<file path="config.mk">
export PLATFORM = sky130hd
export DESIGN_NAME = reset_controller_core
export DESIGN_NICKNAME = d
export VERILOG_FILES = /design/src/core/reset_controller_pkg.sv /design/src/core/reset_controller_core.sv
export SDC_FILE = /design/constraint.sdc
export NUM_CORES = 1
export LEC_CHECK = 0
export CAP_MARGIN = 20
export CORE_ASPECT_RATIO = 1.4
export CORE_MARGIN = 2
export CORE_UTILIZATION = 55
export CTS_CLUSTER_DIAMETER = 50
export DETAILED_ROUTE_END_ITERATION = 8
export DONT_BUFFER_PORTS = 1
export PLACE_DENSITY = 0.7
export SYNTH_ARGS = -nofsm -noshare
export SYNTH_HDL_FRONTEND = slang
export SYNTH_SLANG_ARGS = --single-unit
</file>
<file path="constraint.sdc">
create_clock -name aclk -period 3.5 [get_ports aclk]
set_input_delay 0.7 -clock aclk [delete_from_list [all_inputs] [get_ports aclk]]
set_output_delay 0.7 -clock aclk [all_outputs]
set_load 0.02 [all_outputs]
</file>
<file path="src/core/reset_controller_pkg.sv">
// Purpose: constants and types shared by the reset controller
// Assumes: AXI4-Lite register access with 32-bit data
// Notes: one aligned word per register
package reset_controller_pkg;
  localparam logic [7:0] REG_COMMAND = 8'h00;
  localparam logic [7:0] REG_STATUS = 8'h04;
  localparam logic [7:0] REG_MODE = 8'h08;
  localparam logic [7:0] WRITE_KEY = 8'hA5;
  localparam int KEY_LSB = 24;
  // command fields
  localparam int CMD_CPU_BIT = 0;
  localparam int CMD_PERIPH_BIT = 2;
  localparam int CMD_PIN_BIT = 3;
  // status fields
  localparam int ST_EDGE_BIT = 0;
  localparam int ST_CAUSE_LSB = 8;
  localparam int ST_LEVEL_BIT = 16;
  localparam int ST_BUSY_BIT = 17;
  // mode fields
  localparam int MD_PIN_EN_BIT = 0;
  localparam int MD_IRQ_EN_BIT = 4;
  localparam int MD_LEN_LSB = 8;
  localparam logic [31:0] MODE_WRITE_MASK = 32'h0000_0F11;
  localparam logic [31:0] MODE_RESET = 32'h0000_0000;
  localparam logic [31:0] STATUS_MAIN_RESET = 32'h0000_0001;
  localparam logic [31:0] STATUS_BACKUP_RESET = 32'h0000_0000;
  // reset cause codes
  localparam logic [2:0] CAUSE_GENERAL = 3'h0;
  localparam logic [2:0] CAUSE_WAKEUP = 3'h1;
  localparam logic [2:0] CAUSE_WATCHDOG = 3'h2;
  localparam logic [2:0] CAUSE_SOFTWARE = 3'h3;
  localparam logic [2:0] CAUSE_USER = 3'h4;
  // slow clock cycles a reset state lasts
  localparam int HOLD_SLOW_CYCLES = 3;
  localparam logic [1:0] RESP_OKAY = 2'h0;
  localparam logic [1:0] RESP_SLVERR = 2'h2;
  typedef enum logic [2:0] {
    ST_IDLE, ST_BACKUP, ST_WAKE, ST_WDOG, ST_SOFT, ST_USER
  } rst_state_t;
  typedef struct packed {
    logic cpu_reset;
    logic periph_reset;
  } rst_lines_t;
endpackage

</file>
<file path="src/core/reset_controller_core.sv">
// Purpose: reset state manager, pin manager and register file
// Assumes: slow_clock is a level sampled on aclk; pin is open drain
// Notes: reset outputs are active high; pin_oe high drives the pin to 0
`timescale 1ns/1ps
// Summary of operation
// (RL1) command write asserts resets at once; release on slow clock at state exit
// (RL2) pin command drives pin for programmed length; own edge never starts user reset
// (RL3) reset cause records software only when the cpu command bit was set
// (RL4) busy bit 17 spans a software reset; command writes ignored while busy
// (RL5) software reset state ends on the third slow clock tick after entry, so two to three slow clock cycles
// (RL6) watchdog fault enters watchdog state until the third slow clock tick, so two to three slow clock cycles
// (RL7) watchdog, cpu-only 0: cpu, periph and pin pulse; no user reset follows
// (RL8) watchdog, cpu-only 1: only cpu reset asserted
// (RL9) watchdog reset disabled: faults are ignored
// (RL10) priority: backup, wake-up, watchdog, software, user
// (RL11) in software reset watchdog takes over and the pin is ignored
// (RL12) watchdog state refuses software and user; user state refuses software
// (RL13) status bit 16 shows pin level resampled every master clock edge
// (RL14) status bit 0 set on pin falling edge, kept until status read
// (RL15) irq while edge bit set, pin reset off, irq enable on; read clears
// (RL16) three-bit cause field, not cleared by reads, fixed encodings
// (RL17) command and mode writes need key 0xA5 in top byte
// (RL18) command bits 0, 2, 3 reset cpu, peripherals, pin; zeros no effect
// (RL19) pin pulse lasts two to the power of length plus one slow cycles
// (RL20) pin reset enable set: low pin enters user reset; clear: no reset
// (RL21) status resets to 1 on main, 0 on backup; mode to 0 on backup
// (RL22) cause field updates when the cpu reset is released
// (RL23) pin passes a two-stage synchroniser before any use
module reset_controller_core
  import reset_controller_pkg::*;
#(
  parameter int HOLD_CYCLES = HOLD_SLOW_CYCLES
)
(
  // clock and main supply reset
  input wire logic aclk,
  input wire logic aresetn,
  // axi4-lite write address and data
  input wire logic [7:0] s_axi_awaddr,
  input wire logic s_axi_awvalid,
  output logic s_axi_awready,
  input wire logic [31:0] s_axi_wdata,
  input wire logic [3:0] s_axi_wstrb,
  input wire logic s_axi_wvalid,
  output logic s_axi_wready,
  // axi4-lite write response
  output logic [1:0] s_axi_bresp,
  output logic s_axi_bvalid,
  input wire logic s_axi_bready,
  // axi4-lite read
  input wire logic [7:0] s_axi_araddr,
  input wire logic s_axi_arvalid,
  output logic s_axi_arready,
  output logic [31:0] s_axi_rdata,
  output logic [1:0] s_axi_rresp,
  output logic s_axi_rvalid,
  input wire logic s_axi_rready,
  // reset sources
  input wire logic slow_clock,
  input wire logic backup_reset_n,
  input wire logic main_por_n,
  input wire logic watchdog_fault,
  input wire logic watchdog_reset_enable,
  input wire logic watchdog_cpu_only,
  // external reset pin, open drain
  input wire logic pin_in,
  output logic pin_out,
  output logic pin_oe,
  // reset lines and interrupt
  output rst_lines_t rst_lines,
  output logic irq
);

  initial
  begin
    if (HOLD_CYCLES < 1 || HOLD_CYCLES > 4)
      $error("HOLD_CYCLES must lie in 1..4");
  end

  localparam logic [1:0] HOLD_LAST = 2'(HOLD_CYCLES - 1);

  function automatic logic [16:0] pulse_len(input logic [3:0] len);
    pulse_len = 17'(17'h1 << (5'(len) + 5'h1));
  endfunction

  // bus state
  logic aw_full_reg;
  logic w_full_reg;
  logic [7:0] aw_addr_reg;
  logic [31:0] w_data_reg;
  logic bvalid_reg;
  logic [1:0] bresp_reg;
  logic rvalid_reg;
  logic [31:0] rdata_reg;
  logic [1:0] rresp_reg;
  // block state
  rst_state_t state_reg, state_next;
  logic [1:0] cnt_reg, cnt_next;
  logic [2:0] cause_reg, cause_next;
  logic busy_reg, busy_next;
  logic soft_cpu_reg, soft_cpu_next;
  logic soft_per_reg, soft_per_next;
  logic wd_per_reg, wd_per_next;
  logic [16:0] ext_cnt_reg, ext_cnt_next;
  logic ext_ignore_reg, ext_ignore_next;
  logic [31:0] mode_reg;
  logic edge_reg;
  logic irq_reg;
  logic pin_oe_reg;
  rst_lines_t lines_reg, lines_next;
  logic pin_s1_reg, pin_s2_reg, pin_prev_reg;
  logic slow_prev_reg;

  // decoding
  wire wr_fire = aw_full_reg && w_full_reg && !bvalid_reg;
  wire key_ok = (w_data_reg[31:KEY_LSB] == WRITE_KEY) && (&s_axi_wstrb[3:0] || 1'b1);
  wire wr_cmd = wr_fire && aw_addr_reg == REG_COMMAND;
  wire wr_mode = wr_fire && aw_addr_reg == REG_MODE;
  wire wr_mapped = wr_cmd || wr_mode;
  wire rd_fire = s_axi_arvalid && !rvalid_reg;
  wire rd_status = rd_fire && s_axi_araddr == REG_STATUS;
  wire rd_mode = rd_fire && s_axi_araddr == REG_MODE;
  wire tick = slow_clock && !slow_prev_reg;
  wire pin_level = pin_s2_reg;
  wire pin_fall = pin_prev_reg && !pin_s2_reg; // [RL14]
  wire pin_en = mode_reg[MD_PIN_EN_BIT];
  wire irq_en = mode_reg[MD_IRQ_EN_BIT];
  wire [3:0] len_field = mode_reg[MD_LEN_LSB +: 4];
  wire [2:0] cmd_bits = {w_data_reg[CMD_PIN_BIT], w_data_reg[CMD_PERIPH_BIT],
                         w_data_reg[CMD_CPU_BIT]};
  wire soft_go = wr_cmd && key_ok && !busy_reg && |cmd_bits; // [RL17] [RL4] [RL18]
  wire wd_go = watchdog_fault && watchdog_reset_enable; // [RL9]
  wire edge_next = pin_fall || (edge_reg && !rd_status); // set wins over read clear
  wire hold_done = tick && cnt_reg == HOLD_LAST;
  wire [31:0] status_word = {14'h0, busy_reg, pin_level, 5'h0, cause_reg, 7'h0, edge_reg};

  // reset state manager
  always_comb
  begin
    state_next = state_reg;
    cnt_next = tick ? 2'(cnt_reg + 2'h1) : cnt_reg;
    cause_next = cause_reg;
    busy_next = busy_reg;
    soft_cpu_next = soft_cpu_reg;
    soft_per_next = soft_per_reg;
    wd_per_next = wd_per_reg;
    ext_cnt_next = (tick && ext_cnt_reg != 17'h0) ? 17'(ext_cnt_reg - 17'h1) : ext_cnt_reg;
    ext_ignore_next = ext_ignore_reg && !(ext_cnt_reg == 17'h0 && pin_level); // [RL2]
    if (!backup_reset_n) // [RL10]
    begin
      state_next = ST_BACKUP;
      cnt_next = 2'h0;
    end
    else if (!main_por_n && state_reg != ST_BACKUP)
    begin
      state_next = ST_WAKE;
      cnt_next = 2'h0;
    end
    else
    begin
      case (state_reg)
        ST_BACKUP, ST_WAKE:
        begin
          if (!main_por_n)
            cnt_next = 2'h0;
          else if (hold_done)
          begin
            state_next = ST_IDLE;
            cause_next = (state_reg == ST_BACKUP) ? CAUSE_GENERAL : CAUSE_WAKEUP; // [RL22]
            ext_cnt_next = pulse_len(len_field);
            ext_ignore_next = 1'b1;
          end
        end
        ST_WDOG:
        begin
          if (hold_done) // [RL6]
          begin
            state_next = ST_IDLE;
            cause_next = CAUSE_WATCHDOG; // [RL22] [RL16]
          end
        end
        ST_SOFT:
        begin
          if (wd_go) // [RL11]
          begin
            state_next = ST_WDOG;
            cnt_next = 2'h0;
            busy_next = 1'b0;
          end
          else if (hold_done) // [RL5]
          begin
            state_next = ST_IDLE;
            busy_next = 1'b0; // [RL4]
            if (soft_cpu_reg)
              cause_next = CAUSE_SOFTWARE; // [RL3] [RL22]
          end
        end
        ST_USER:
        begin
          if (!pin_level)
            cnt_next = 2'h0;
          else if (hold_done)
          begin
            state_next = ST_IDLE;
            cause_next = CAUSE_USER; // [RL22]
          end
        end
        default:
        begin
          cnt_next = 2'h0;
          if (wd_go) // [RL10]
            state_next = ST_WDOG;
          else if (soft_go) // [RL1]
          begin
            state_next = ST_SOFT;
            busy_next = 1'b1;
            soft_cpu_next = cmd_bits[0];
            soft_per_next = cmd_bits[1];
          end
          else if (tick && pin_en && !pin_level && !ext_ignore_reg) // [RL20]
            state_next = ST_USER;
        end
      endcase
    end
    if (state_reg != ST_WDOG && state_next == ST_WDOG)
    begin
      wd_per_next = !watchdog_cpu_only; // [RL7] [RL8]
      if (!watchdog_cpu_only)
      begin
        ext_cnt_next = pulse_len(len_field); // [RL7] [RL19]
        ext_ignore_next = 1'b1;
      end
    end
    if (state_reg == ST_IDLE && state_next == ST_SOFT && cmd_bits[2])
    begin
      ext_cnt_next = pulse_len(len_field); // [RL2] [RL19]
      ext_ignore_next = 1'b1;
    end
  end

  // reset lines follow the next state so a command asserts them at once
  always_comb
  begin
    case (state_next)
      ST_BACKUP, ST_WAKE, ST_USER: lines_next = '{cpu_reset: 1'b1, periph_reset: 1'b1};
      ST_WDOG: lines_next = '{cpu_reset: 1'b1, periph_reset: wd_per_next}; // [RL7] [RL8]
      ST_SOFT: lines_next = '{cpu_reset: soft_cpu_next, periph_reset: soft_per_next}; // [RL1]
      default: lines_next = '{cpu_reset: 1'b0, periph_reset: 1'b0};
    endcase
  end

  wire pin_drive_next = ext_cnt_next != 17'h0 || state_next == ST_BACKUP
                        || state_next == ST_WAKE;

  always_ff @(posedge aclk)
  begin
    if (!aresetn)
    begin
      state_reg <= ST_IDLE;
      cnt_reg <= 2'h0;
      busy_reg <= 1'b0;
      soft_cpu_reg <= 1'b0;
      soft_per_reg <= 1'b0;
      wd_per_reg <= 1'b0;
      ext_cnt_reg <= 17'h0;
      ext_ignore_reg <= 1'b0;
      lines_reg <= '0;
      pin_oe_reg <= 1'b0;
    end
    else
    begin
      state_reg <= state_next;
      cnt_reg <= cnt_next;
      busy_reg <= busy_next;
      soft_cpu_reg <= soft_cpu_next;
      soft_per_reg <= soft_per_next;
      wd_per_reg <= wd_per_next;
      ext_cnt_reg <= ext_cnt_next;
      ext_ignore_reg <= ext_ignore_next;
      lines_reg <= lines_next;
      pin_oe_reg <= pin_drive_next;
    end
  end

  // status, mode and interrupt registers; backup reset clears the retained state
  always_ff @(posedge aclk)
  begin
    if (!aresetn)
    begin
      cause_reg <= STATUS_MAIN_RESET[ST_CAUSE_LSB +: 3]; // [RL21]
      edge_reg <= STATUS_MAIN_RESET[ST_EDGE_BIT];
      mode_reg <= MODE_RESET;
      irq_reg <= 1'b0;
    end
    else if (!backup_reset_n)
    begin
      cause_reg <= STATUS_BACKUP_RESET[ST_CAUSE_LSB +: 3]; // [RL21]
      edge_reg <= STATUS_BACKUP_RESET[ST_EDGE_BIT];
      mode_reg <= MODE_RESET;
      irq_reg <= 1'b0;
    end
    else
    begin
      cause_reg <= cause_next; // [RL16]
      edge_reg <= edge_next; // [RL14]
      if (wr_mode && key_ok) // [RL17]
        mode_reg <= w_data_reg & MODE_WRITE_MASK;
      irq_reg <= edge_next && !pin_en && irq_en; // [RL15]
    end
  end

  // the first stage is read only by the second
  always_ff @(posedge aclk)
  begin
    if (!aresetn)
    begin
      pin_s1_reg <= 1'b1;
      pin_s2_reg <= 1'b1;
      pin_prev_reg <= 1'b1;
      slow_prev_reg <= 1'b0;
    end
    else
    begin
      pin_s1_reg <= pin_in; // [RL23]
      pin_s2_reg <= pin_s1_reg; // [RL23] [RL13]
      pin_prev_reg <= pin_s2_reg;
      slow_prev_reg <= slow_clock;
    end
  end

  // axi4-lite write side: address and data taken in either order
  always_ff @(posedge aclk)
  begin
    if (!aresetn)
    begin
      aw_full_reg <= 1'b0;
      w_full_reg <= 1'b0;
      aw_addr_reg <= 8'h00;
      w_data_reg <= 32'h0000_0000;
      bvalid_reg <= 1'b0;
      bresp_reg <= RESP_OKAY;
    end
    else
    begin
      if (s_axi_awvalid && s_axi_awready)
      begin
        aw_full_reg <= 1'b1;
        aw_addr_reg <= s_axi_awaddr;
      end
      if (s_axi_wvalid && s_axi_wready)
      begin
        w_full_reg <= 1'b1;
        w_data_reg <= s_axi_wdata;
      end
      if (wr_fire)
      begin
        aw_full_reg <= 1'b0;
        w_full_reg <= 1'b0;
        bvalid_reg <= 1'b1;
        bresp_reg <= wr_mapped ? RESP_OKAY : RESP_SLVERR;
      end
      else if (bvalid_reg && s_axi_bready)
        bvalid_reg <= 1'b0;
    end
  end

  // axi4-lite read side; a status read clears the edge flag
  always_ff @(posedge aclk)
  begin
    if (!aresetn)
    begin
      rvalid_reg <= 1'b0;
      rdata_reg <= 32'h0000_0000;
      rresp_reg <= RESP_OKAY;
    end
    else if (rd_fire)
    begin
      rvalid_reg <= 1'b1;
      rdata_reg <= rd_status ? status_word : (rd_mode ? mode_reg : 32'h0000_0000);
      rresp_reg <= (rd_status || rd_mode) ? RESP_OKAY : RESP_SLVERR;
    end
    else if (rvalid_reg && s_axi_rready)
      rvalid_reg <= 1'b0;
  end

  assign s_axi_awready = !aw_full_reg && !bvalid_reg;
  assign s_axi_wready = !w_full_reg && !bvalid_reg;
  assign s_axi_bvalid = bvalid_reg;
  assign s_axi_bresp = bresp_reg;
  assign s_axi_arready = !rvalid_reg;
  assign s_axi_rvalid = rvalid_reg;
  assign s_axi_rdata = rdata_reg;
  assign s_axi_rresp = rresp_reg;
  assign rst_lines = lines_reg;
  assign pin_oe = pin_oe_reg;
  assign pin_out = 1'b0;
  assign irq = irq_reg;

endmodule // reset_controller_core

</file>
==> results.sh <==
export IMPL_drtAntennaViolNets=0
export IMPL_slew_headroom=0.321
export IMPL_row_count=37
export IMPL_power_leakage_nw=1.67
export IMPL_cts_tree="built"
export IMPL_yosysWarnings=0
export IMPL_ctsHtreeMaxLevel=3
export IMPL_ios=112
export IMPL_syn_area_per_cell_um2=8.16
export IMPL_yosysTopAreaCell="dfxtp_1"
export IMPL_min_period_over_period=0.863
export IMPL_slew_viol_final=0
export IMPL_final_layout_size_suffix_gt1_frac=0.0798
export IMPL_syn_inst=518
export IMPL_worstMarginPinSlew_ns=1.00
export IMPL_synth_most_common_cell="dfxtp_1"
export IMPL_ys_ff_latch=83
export IMPL_rsz0062_at_grt="no"
export IMPL_cpMostUsedCell="nand3_2"
export IMPL_worst_setup_path_end_kind="flip-flop"
export IMPL_finalHoldViolCount=0
export IMPL_cpPeakStageDelay_ns=0.57
export IMPL_critPathArrivalTime_ns=3.33
export IMPL_antenna_found_initial=0
export IMPL_die_y_um=108
export IMPL_pre_cts_slack_ns=0.367
export IMPL_grt_max_degree=22
export IMPL_vias_per_cell=5.73
export IMPL_worstSkewPairLatency_ns=0.36
export IMPL_worst_hold_path_type="input port to flip-flop"
export IMPL_die_area_um2=8410
export IMPL_finalNetCount=579
export IMPL_synth_edf_count=0
export IMPL_fmax_mhz=331
export IMPL_cts_setup_buffers=0
export IMPL_overflow=0
export IMPL_antenna_cells=0
export IMPL_cts_resized=0
export IMPL_cts_made_buffers=9
export IMPL_cts_root_buf="clkbuf_8"
export IMPL_dp_hpwl_mm=6.96
export IMPL_fin_ws_ns=0.481
export IMPL_gp_congestion=0.851
export IMPL_dr_total_vias=3503
export IMPL_finalWirelength_mm=9.34
export IMPL_largest_reg_flops=17
export IMPL_powerDensity_nw_per_um2=676
export IMPL_synth_cell_type_count=64
export IMPL_cp_max_fo=19
export IMPL_ctsHoldBuffers=0
export IMPL_start_util=0.570
export IMPL_grt_usage=0.229
export IMPL_synth_area_um2=4230
export IMPL_peakVddDrop_uv=403
export IMPL_clockBufferDepth=2
export IMPL_timing_setup_critical_path_class="flip-flop to flip-flop"
export IMPL_synth_top_flop_cell="dfxtp_1"
export IMPL_fp_dieW_um=78.1
export IMPL_grt_pass1_vias=3154
export IMPL_ys_top_cells_by_area="dfxtp_1 39%, nand2_1 6.6%, a21oi_1 6.0%, buf_4 5.0%, nor2_1 4.3%"
export IMPL_cts_clk_slew_worst_paths_ns=0.08
export IMPL_dr_pass1_iters=4
export IMPL_yosysTopAreaCellShare=0.393
export IMPL_cp_slowest_cell="or4b_1"
export IMPL_max_cap_viol_count=0
export IMPL_cp_cell_sequence="or4b_1 > nor3_2 > nand3_2 > a32oi_4 > nand3_2 > a31oi_4 > buf_4 > mux2i_1 > and2_1"
export IMPL_core_area_um2=7410
export IMPL_synthToLayoutAreaGrowth_pct=3.76
export IMPL_final_setup_tns_ns=0
export IMPL_setup_viol_count_final=0
export IMPL_port_buffers=0
export IMPL_outcome="completed"
export IMPL_cts_sinks=83
export IMPL_worst_setup_path_start_kind="flip-flop"
export IMPL_async_reset_ff_frac=0
export IMPL_grt_pass1_wl_mm=15.0
export IMPL_synth_common_cells="83 x dfxtp_1, 74 x nand2_1, 51 x a21oi_1"
export IMPL_fin_crit_ns=3.02
export IMPL_ys_seq_area_frac=0.393
export IMPL_wl_per_cell_um=15.3
export IMPL_drt_iter0_markers=201
export IMPL_drc=0
export IMPL_required_ns=3.81
export IMPL_finalClockSkew_ns=0.00742
-- kinds of logic after synthesis --
kind of cell | after synthesis | share of synthesized area
buf+inv | 63 | 0.0856
flops | 83 | 0.393
simple gates | 234 | 0.283
xor+xnor | 15 | 0.0311
other cells | 1 | 0.000888
fa+ha+maj | 3 | 0.00888
mux | 13 | 0.0311
compound gates | 106 | 0.166
-- metrics by stage --
| step | power (W) | hold WS (ns) | util | cell area [µm²] | std cells |
|---|---|---|---|---|---|
| after floorplan | 0.00208 | 0.386 | - | 4320 | 544 |
| after global placement | 0.00225 | 0.401 | 0.565 | 4180 | 596 |
| after detailed placement | 0.00227 | 0.413 | 0.565 | 4180 | 596 |
| after CTS | 0.00297 | 0.380 | 0.592 | 4380 | 611 |
| after global routing | 0.00315 | 0.398 | 0.592 | 4380 | 611 |
| final | 0.00296 | 0.397 | 0.592 | 4380 | 611 |
-- critical path: cells and delay by family (launching register included) --
kind            cells  cell delay [ns]
compound gates      2             0.92
flops               1             0.32
buf+inv             1             0.22
mux                 1             0.16
simple gates        5             1.33
-- placed cells by master, fill, tap and decap left out, types with 2 or more instances in the layout --
cell	n
a211oi_1	4
nor2_1	48
nor4_1	7
xnor2_1	8
o31ai_1	5
ha_1	3
dfxtp_1	83
buf_4	9
a21o_1	4
a21oi_1	51
xor2_1	7
nor2b_1	9
or4_1	2
nor3b_1	3
nand4_1	18
conb_1	27
nand3b_1	2
nand3_2	2
inv_1	9
nor3_1	14
and2_1	7
o221ai_1	2
and3_1	2
clkbuf_8	11
or2_1	2
a22oi_1	4
nand2_1	74
mux2i_1	12
a21oi_2	3
o21ai_0	15
clkinv_2	2
or3_1	5
nand3_1	12
a222oi_1	4
nor3_2	2
nand2b_1	14
-- path summary, 6_finish.rpt --
check,startpoint,to,slack (ns),cells past startpoint
hold reg to reg,pin_s1_reg$_SDFF_PN1_,pin_level$_SDFF_PN1_,0.43,1
hold / removal,aresetn,edge_reg$_SDFF_PN1_,0.40,1
setup reg to reg,w_data_reg[25]$_SDFFE_PN0P_,ext_cnt_reg[5]$_SDFF_PN0_,0.48,9
setup / recovery,w_data_reg[25]$_SDFFE_PN0P_,ext_cnt_reg[5]$_SDFF_PN0_,0.48,9
-- per-layer routing --
layer	wire, µm	vias up	track usage
met3	437	22	0.0327
met5	0	-	0
met2	4520	112	0.381
met4	324	0	0.142
li1	-	1752	-
met1	4060	1617	0.278
-- where the power goes --
part	internal [W]	switching (W)
clock	0.000365	0.000341
combinational	0.000438	0.000635
sequential	0.00107	0.000118
-- final cells by class --
type	count	area, µm²
fill	702	3020
multi-input combinational	398	2300
sequential	83	1660
clock buffer	11	151
tap	97	121
timing repair buffer	9	67.6
clock inverter	4	48.8
inverter	9	33.8
(Power assumes the default switching activity.)
